[config.mk]
export PLATFORM = sky130hd
export DESIGN_NAME = fppio_top
export DESIGN_NICKNAME = d
export VERILOG_FILES = /design/src/inc/fppio_pkg.sv /design/src/design/fppio_pin_sync.sv /design/src/design/fppio_top.sv
export VERILOG_INCLUDE_DIRS = /design/src /design/src/inc
export SDC_FILE = /design/constraint.sdc
export NUM_CORES = 1
export LEC_CHECK = 0
export BUFFER_PORTS_ARGS = -buffer_cell sky130_fd_sc_hd__buf_2
export CAP_MARGIN = 20
export CORE_AREA = 2 2 158 160
export CTS_CLUSTER_SIZE = 24
export DETAILED_ROUTE_END_ITERATION = 6
export DIE_AREA = 0 0 160 162
export GPL_ROUTABILITY_DRIVEN = 0
export MAX_ROUTING_LAYER = met4
export SYNTH_ARGS = -nofsm -noshare
export SYNTH_HDL_FRONTEND = slang
export SYNTH_SLANG_ARGS = --single-unit
[constraint.sdc]
create_clock -name mclk_i -period 3.4 [get_ports mclk_i]
set_clock_uncertainty 0.2 [all_clocks]
set_input_delay 0.51 -clock mclk_i [delete_from_list [all_inputs] [get_ports mclk_i]]
set_output_delay 0.51 -clock mclk_i [all_outputs]
set_load 0.02 [all_outputs]
[src/inc/fppio_map.svh]
// register indexes, reset values and bus sizes of the four-port parallel i/o block
`ifndef FPPIO_MAP_SVH
`define FPPIO_MAP_SVH

`define FPPIO_ADDR_W 8
`define FPPIO_IDX_W 6
`define FPPIO_IDX_PORT_A_VALUE 6'h00
`define FPPIO_IDX_PORT_B_VALUE 6'h01
`define FPPIO_IDX_PORT_C_VALUE 6'h02
`define FPPIO_IDX_INPUT_PORT_VALUE 6'h03
`define FPPIO_IDX_PORT_A_DIRECTION 6'h04
`define FPPIO_IDX_PORT_B_DIRECTION 6'h05
`define FPPIO_IDX_PORT_C_DIRECTION 6'h06
`define FPPIO_DIR_RESET 8'h00
`define FPPIO_OE_B_RESET 8'hff
`define FPPIO_SYNC_STAGES 3
`define FPPIO_TWO_WIRE_MSB 7
`define FPPIO_TWO_WIRE_LSB 6
`define FPPIO_SYNC_SERIAL_MSB 5
`define FPPIO_SYNC_SERIAL_LSB 2
`define FPPIO_ASYNC_SERIAL_MSB 1
`define FPPIO_ASYNC_SERIAL_LSB 0

`endif

[src/inc/fppio_pkg.sv]
// types shared by the four-port parallel i/o block
package fppio_pkg;

    typedef logic [7:0] fppio_byte_t;

    // input-only port pins as handed to the serial units that share them
    typedef struct packed {
        logic [1:0] two_wire;
        logic [3:0] sync_serial;
        logic [1:0] async_serial;
    } fppio_share_t;

    typedef struct packed {
        fppio_byte_t [2:0] data;
        fppio_byte_t [2:0] dir;
        fppio_byte_t in_d;
        fppio_byte_t [2:0] drive;
        fppio_byte_t [2:0] oe_b;
        logic [31:0] rdata;
        logic waitreq;
        fppio_share_t share;
    } fppio_state_t;

    typedef struct packed {
        fppio_byte_t [2:0] pins;
        fppio_byte_t pins_d;
    } fppio_pins_t;

endpackage

[src/design/fppio_pin_sync.sv]
// three-flop pin synchroniser that accepts a change once the last two stages agree
`timescale 1ns/100ps
module fppio_pin_sync #(
    parameter int WIDTH = 32
) (
    input wire logic mclk_i,
    input wire logic rst_b_i,
    input wire logic [WIDTH-1:0] pin_i,
    output logic [WIDTH-1:0] pin_o
);
    typedef struct packed {
        logic [WIDTH-1:0] s1;
        logic [WIDTH-1:0] s2;
        logic [WIDTH-1:0] s3;
        logic [WIDTH-1:0] filt;
    } fppio_sync_state_t;

    fppio_sync_state_t st_ff;
    fppio_sync_state_t nxt_st;

    always_comb begin
        nxt_st = st_ff;
        nxt_st.s1 = pin_i;
        // s1 feeds s2 only; the filter looks at s2 and s3
        nxt_st.s2 = st_ff.s1;
        nxt_st.s3 = st_ff.s2;
        for (int i = 0; i < WIDTH; i++) begin
            if (st_ff.s2[i] == st_ff.s3[i]) begin
                nxt_st.filt[i] = st_ff.s3[i];
            end
        end
    end

    always_ff @(posedge mclk_i) begin
        if (!rst_b_i) begin
            st_ff <= '0;
        end else begin
            st_ff <= nxt_st;
        end
    end

    assign pin_o = st_ff.filt;
endmodule

[src/design/fppio_top.sv]
// four-port parallel i/o block with an avalon-mm register slave
`timescale 1ns/100ps
`include "fppio_map.svh"

// How it works
// - ports a, b and c are 8-bit two-way ports whose data registers sit at indexes 0, 1 and 2.
// - each two-way port has a direction register, at index 4 for a, 5 for b and 6 for c.
// - reset clears every direction register so all two-way pins become inputs.
// - reset leaves every port data register, the input-only one included, untouched.
// - a one written to a direction bit turns the matching pin into an output.
// - port d is an 8-bit input-only port read at index 3 and has no direction register.
// - port d pins 7:6 go to the two-wire unit, 5:2 to the sync serial unit, 1:0 to the uart.
// - while reset is held low every pin is in its single-chip state, an undriven input.
// - pins of ports a, b and c are only ever driven by this port logic.
module fppio_top (
    input wire logic mclk_i,
    input wire logic rst_b_i,
    // avalon-mm slave, byte address
    input wire logic [`FPPIO_ADDR_W-1:0] avs_address_i,
    input wire logic avs_read_i,
    input wire logic avs_write_i,
    input wire logic [31:0] avs_writedata_i,
    input wire logic [3:0] avs_byteenable_i,
    output logic [31:0] avs_readdata_o,
    output logic avs_waitrequest_o,
    // two-way ports
    input wire logic [7:0] port_a_pin_i,
    output logic [7:0] port_a_pin_o,
    output logic [7:0] port_a_pin_oe_b_o,
    input wire logic [7:0] port_b_pin_i,
    output logic [7:0] port_b_pin_o,
    output logic [7:0] port_b_pin_oe_b_o,
    input wire logic [7:0] port_c_pin_i,
    output logic [7:0] port_c_pin_o,
    output logic [7:0] port_c_pin_oe_b_o,
    // input-only port and its shared serial taps
    input wire logic [7:0] input_port_pin_i,
    output fppio_pkg::fppio_share_t input_port_share_o
);

    fppio_pkg::fppio_state_t st_ff;
    fppio_pkg::fppio_state_t nxt_st;
    fppio_pkg::fppio_pins_t pins_raw;
    fppio_pkg::fppio_pins_t pins_sync;

    // byte address to register index; low two bits select a lane and are ignored
    function automatic logic [`FPPIO_IDX_W-1:0] reg_index(
        input logic [`FPPIO_ADDR_W-1:0] addr
    );
        reg_index = addr[`FPPIO_ADDR_W-1:2];
    endfunction

    // per-bit mux between stored data for outputs and pin level for inputs
    function automatic fppio_pkg::fppio_byte_t port_read(
        input fppio_pkg::fppio_byte_t data,
        input fppio_pkg::fppio_byte_t dir,
        input fppio_pkg::fppio_byte_t pin
    );
        port_read = (data & dir) | (pin & ~dir);
    endfunction

    // one driver for the whole struct; packed order is port c, b, a, then d
    assign pins_raw = {port_c_pin_i, port_b_pin_i, port_a_pin_i, input_port_pin_i};

    // pins come from the board and are asynchronous to mclk_i
    fppio_pin_sync #(
        .WIDTH($bits(fppio_pkg::fppio_pins_t))
    ) u_pin_sync (
        .mclk_i(mclk_i),
        .rst_b_i(rst_b_i),
        .pin_i(pins_raw),
        .pin_o(pins_sync)
    );

    always_comb begin
        logic [`FPPIO_IDX_W-1:0] idx;
        logic take_req;
        logic do_write;
        fppio_pkg::fppio_byte_t wbyte;
        fppio_pkg::fppio_byte_t rbyte;

        nxt_st = st_ff;
        idx = reg_index(avs_address_i);
        wbyte = avs_writedata_i[7:0];
        rbyte = 8'h00;

        // a request is first seen while waitrequest is high and answered one cycle later
        take_req = (avs_read_i || avs_write_i) && st_ff.waitreq;
        // writes land on the one edge where the master sees waitrequest low
        do_write = avs_write_i && !st_ff.waitreq && avs_byteenable_i[0];

        nxt_st.waitreq = !take_req;

        // port d value tracks its pins; it is held while reset is asserted
        nxt_st.in_d = pins_sync.pins_d;

        if (do_write) begin
            case (idx)
                `FPPIO_IDX_PORT_A_VALUE: begin
                    nxt_st.data[0] = wbyte;
                end
                `FPPIO_IDX_PORT_B_VALUE: begin
                    nxt_st.data[1] = wbyte;
                end
                `FPPIO_IDX_PORT_C_VALUE: begin
                    nxt_st.data[2] = wbyte;
                end
                `FPPIO_IDX_PORT_A_DIRECTION: begin
                    nxt_st.dir[0] = wbyte;
                end
                `FPPIO_IDX_PORT_B_DIRECTION: begin
                    nxt_st.dir[1] = wbyte;
                end
                `FPPIO_IDX_PORT_C_DIRECTION: begin
                    nxt_st.dir[2] = wbyte;
                end
                default: begin
                    // input-only port, unused and unmapped indexes drop the write
                    nxt_st.dir = st_ff.dir;
                end
            endcase
        end

        case (idx)
            `FPPIO_IDX_PORT_A_VALUE: begin
                rbyte = port_read(st_ff.data[0], st_ff.dir[0], pins_sync.pins[0]);
            end
            `FPPIO_IDX_PORT_B_VALUE: begin
                rbyte = port_read(st_ff.data[1], st_ff.dir[1], pins_sync.pins[1]);
            end
            `FPPIO_IDX_PORT_C_VALUE: begin
                rbyte = port_read(st_ff.data[2], st_ff.dir[2], pins_sync.pins[2]);
            end
            `FPPIO_IDX_INPUT_PORT_VALUE: begin
                rbyte = st_ff.in_d;
            end
            `FPPIO_IDX_PORT_A_DIRECTION: begin
                rbyte = st_ff.dir[0];
            end
            `FPPIO_IDX_PORT_B_DIRECTION: begin
                rbyte = st_ff.dir[1];
            end
            `FPPIO_IDX_PORT_C_DIRECTION: begin
                rbyte = st_ff.dir[2];
            end
            default: begin
                rbyte = 8'h00;
            end
        endcase

        // read data is captured once and stands through the answer cycle
        if (take_req && avs_read_i) begin
            nxt_st.rdata = {24'h000000, rbyte};
        end

        // only the port's own data and direction reach the two-way pins
        for (int p = 0; p < 3; p++) begin
            nxt_st.drive[p] = nxt_st.data[p] & nxt_st.dir[p];
            nxt_st.oe_b[p] = ~nxt_st.dir[p];
        end

        nxt_st.share.two_wire =
            pins_sync.pins_d[`FPPIO_TWO_WIRE_MSB:`FPPIO_TWO_WIRE_LSB];
        nxt_st.share.sync_serial =
            pins_sync.pins_d[`FPPIO_SYNC_SERIAL_MSB:`FPPIO_SYNC_SERIAL_LSB];
        nxt_st.share.async_serial =
            pins_sync.pins_d[`FPPIO_ASYNC_SERIAL_MSB:`FPPIO_ASYNC_SERIAL_LSB];
    end

    // data fields get no reset value on purpose so reset keeps their contents
    always_ff @(posedge mclk_i) begin
        if (!rst_b_i) begin
            st_ff.dir <= {3{`FPPIO_DIR_RESET}};
            st_ff.oe_b <= {3{`FPPIO_OE_B_RESET}};
            st_ff.drive <= '0;
            st_ff.rdata <= 32'h00000000;
            st_ff.waitreq <= 1'b1;
            st_ff.share <= '0;
            st_ff.data <= st_ff.data;
            st_ff.in_d <= st_ff.in_d;
        end else begin
            st_ff <= nxt_st;
        end
    end

    assign avs_readdata_o = st_ff.rdata;
    assign avs_waitrequest_o = st_ff.waitreq;
    assign port_a_pin_o = st_ff.drive[0];
    assign port_b_pin_o = st_ff.drive[1];
    assign port_c_pin_o = st_ff.drive[2];
    assign port_a_pin_oe_b_o = st_ff.oe_b[0];
    assign port_b_pin_oe_b_o = st_ff.oe_b[1];
    assign port_c_pin_oe_b_o = st_ff.oe_b[2];
    assign input_port_share_o = st_ff.share;
endmodule

# [Yosys cells after proc, flatten, opt, wreduce, memory -nomap -nowiden]
# Cells that the tools add are included.
# Widths: inputs -> output; s select.
[word_totals] ff_bits=249 input_bits=80 out_inout_bits=89 word_cells=125
[classes] eq_ne=38 mux=8 bitwise_logic=18 n_reduce_logical=8
[op_table] cell="$and 8x8->8" n=9
[op_table] cell="$pmux 8 s7" n=1
[op_table] cell="$mux 48" n=1
[op_table] cell="$mux 8" n=6
[op_table] cell="$not 8->8" n=6
[op_table] cell="$eq 1x1->1" n=32
[op_table] cell="$or 8x8->8" n=3
[op_table] cell="$eq 6x3->1 const B" n=3
[op_table] cell="$eq 6x2->1 const B" n=2
[op_table] cell="$eq 6x1->1 const B" n=1
[op_table] cell="$logic_not 6->1" n=1
[op_table] cell="$logic_and 1x1->1" n=4
[op_table] cell="$logic_not 1->1" n=2
[op_table] cell="$logic_or 1x1->1" n=1

# [Longest topological paths before layout]
[depth] word_depth=5 ltp_mapped=7 depth_no_buf=4

# [Hierarchy]
# Synthesis repeated with hierarchy kept, for this count alone.
[hier_totals] cells_unflattened=918 area_unflattened_um2=9849.4
[modules_own_cells] mod="fppio_top" n_inst=1 cells_each=552 area_per_inst_um2=5820.6 seq_area_each_um2=2742.6
[modules_own_cells] mod="fppio_pin_sync" n_inst=1 cells_each=366 area_per_inst_um2=4028.9 seq_area_each_um2=2562.5

# [Worst setup path before layout]
# Ideal clock, no wire load.
[synth_timing] path_type="input-to-reg" from="in avs_address_i[5]" to="reg st_ff[135] (netlist bit) (data pin)" setup_time_ns=0.260 arrival_time_ns=2.014 required_ns=2.940 path_slack_ns=0.926 stages=5 path_buffers=2 cell_sequence="or4_1 -> buf_2 -> nor3_4 -> buf_4 -> mux2_2"
[synth_rtl] element="from (decl)" line_no="fppio_top.sv:19" source="input wire logic [`FPPIO_ADDR_W-1:0] avs_address_i,"
[synth_rtl] element="to (signal assigned)" line_no="fppio_top.sv:182" source="st_ff <= nxt_st;"
[synth_rtl] element="to (decl)" line_no="fppio_top.sv:41" source="fppio_pkg::fppio_state_t st_ff;"

==> out/results.txt <==
Post-DP HPWL: 13.8 mm
Setup Crit Path Kind: reg2reg
Post-route setup TNS: 0 ps
Clock buffer depth: 3
Placed instance count: 1248
Max stage delay cell, worst path: nor3_4
Vias: 6245
Area of the multi-input gates: 0.00340 mm²
Num CTS Buffers: 26
Drt initial violations: 498
Synth Area per Inst: 10.4 µm²
Core area: 0.0241 mm²
Hold WC Path Type: in2reg
CTS resizes: 0
Final Setup Violations: 0
Largest fanout on the critical path: 11
Root Buffer: clkbuf_16
Max Slew Vio Count: 0
GRT overflow: 0
Ratio of final minimum period to clock period: 72.1%
Delay-heaviest family, CP: simple AND/OR/NAND/NOR gates
Drt drc: 0
Post-Layout Cell Count: 1323
Area growth, synth to finish: 15.2%
Die Y: 162 µm
WL per Instance: 15.4 µm
Synth area leaders: dfxtp_1, edfxtp_1, and2_1
RSZ-0062 raised after global routing: no
Kind of end point of the critical path: register
Largest net degree at the start of global routing: 81
Synth Instances: 916
Least-Margin Pin Slew: 733 ps
Fmax achieved: 408 MHz
Outcome: finished, final reports clean
First-pass GRT wire length: 31.9 mm
Warnings from Yosys: 0
Final Hold Vio Count: 0
VDD IR-drop max: 0.000416 V
CP startpoint kind: register
Fill cells: 2340
Yosys reg bits: 249
Total track usage: 15.9%
Share of cells above drive strength 1: 21.5%
Cell Area, Synth: 0.00953 mm²
Final WL: 20.4 mm
Number of synthesized flops with an enable pin: 32
# clock sinks: 249
IO buf count: 115
LEAKAGE: 4.18 nW
Antenna-violating nets left: 0
Largest area contributor in the netlist: dfxtp_1
Cell variety after synth: 45
Final min period: 2450 ps
CP Cell Sequence: nand3b_1 -> nor3_4 -> mux2_2
Die area: 0.0259 mm²
Register area share after synthesis: 55.7%
Initial Util: 39.5%
Top-count cell post-synth: dfxtp_1
Clock Pin Slew Worst Setup and Hold Paths: 60 ps
WP data arrival: 2520 ps
CTS tree: built
Slew headroom: 51.0%
PwrDens: 563 mW/mm²
Prevailing post-synth register cell: dfxtp_1
Max_cap viols: 0
Drt pass-1 iters: 5
Vias in the first global route: 5618
Ports: 169
Async SR Flop Fraction: 0%
Req. time, crit path: 3470 ps
Register area: 0.00531 mm²
H-tree level count: 1
Worst Path Buf+Inv: 0
Final #Nets: 1060
Worst-Skew Late Latency: 530 ps
Top cell type's share of synthesized area: 45.6%
Max stage delay on crit path: 680 ps
Via/cell ratio: 4.72
Die X: 160 µm
Synth cell count leaders: dfxtp_1, and2_1, buf_4, o21ai_0, nor2_1
Initial antenna violation count: 1
Rows: 57
[flip-flops by register name, summed over array words and instances, names as in the netlist]
signal	count
port_b_pin_oe_b_o	8
port_a_pin_oe_b_o	8
port_a_pin_o	8
st_ff	56
u_pin_sync.pin_o	32
port_b_pin_o	8
u_pin_sync.nxt_st	64
avs_readdata_o	8
port_c_pin_o	8
port_c_pin_oe_b_o	8
input_port_share_o	8
u_pin_sync.st_ff	32
avs_waitrequest_o	1
[metal layers]
layer | share of wire [%] | vias up | GRT usage, %
li1 | - | 3124 | -
met1 | 47 | 2875 | 22.4
met2 | 44 | 209 | 23.5
met3 | 6.1 | 37 | 2.43
met4 | 2.7 | 0 | 5.20
met5 | 0 | - | -
[cell usage in the layout, fill, tap and decap left out, types with 28 or more instances in the layout]
cell / Yosys / layout
edfxtp_1: 32 / 32
o21ai_0: 74 / 74
and2_1: 111 / 111
nor2_1: 70 / 70
dlygate4sd3_1: 0 / 28
a21boi_0: 32 / 32
mux2i_1: 28 / 28
buf_2: 7 / 114
dfxtp_1: 217 / 217
nand2_1: 46 / 46
nand2b_1: 30 / 30
[per-stage QoR]
| step | util [%] | cell area [µm²] | power, mW | setup WS, ps | hold slack (ps) |
|---|---|---|---|---|---|
| after CTS | 45.5 | 11000 | 6.27 | 957 | 0.362 |
| final | 45.6 | 11000 | 6.18 | 950 | 12.5 |
| after global placement | 40.7 | 9820 | 3.36 | 686 | 214 |
| after floorplan | - | 9620 | 3.31 | 926 | 212 |
| after detailed placement | 40.7 | 9820 | 3.37 | 645 | 219 |
| after global routing | 45.6 | 11000 | 6.42 | 872 | 15.9 |
[cell families after synthesis]
group	Yosys count	synth area share, %
buffers and inverters	144	9.57
and+or+nand+nor	301	17.7
other	1	0.0393
DFF	249	55.7
AOI/OAI and AO/OA	166	10.9
muxes	55	6.13
[power by group]
group	switching (mW)	internal (mW)
logic	0.148	0.101
clock network	1.12	1.74
registers	0.0321	3.05
total	1.30	4.89
[what timing repair did]
item,in CTS,in global routing
hold endpoints to repair,28,0
hold buffers,28,0
buffers inserted,0,0
[final cells by class]
class                           count  area share, %
Timing Repair Buffer              156           8.97
Sequential cell                   249           48.3
Clock buffer                       32           6.60
Inverter                            1         0.0342
Tap cell                          324           3.69
Multi-Input combinational cell    546           31.0
Antenna cell                        1         0.0228
Clock inverter                     14           1.40
[final timing paths]
| kind | start | to | slack [ps] | cells after the start |
|---|---|---|---|---|
| setup / recovery | avs_waitrequest_o$_SDFF_PN1_ | st_ff[142]$_DFFE_PP_ | 950 | 3 |
| hold reg to reg | u_pin_sync.nxt_st[83]$_SDFF_PN0_ | u_pin_sync.nxt_st[51]$_SDFF_PN0_ | 230 | 1 |
| setup reg to reg | avs_waitrequest_o$_SDFF_PN1_ | st_ff[142]$_DFFE_PP_ | 950 | 3 |
| hold / removal | port_b_pin_i[1] | u_pin_sync.nxt_st[81]$_SDFF_PN0_ | 10 | 2 |
Power figures use the tool's default switching activity.
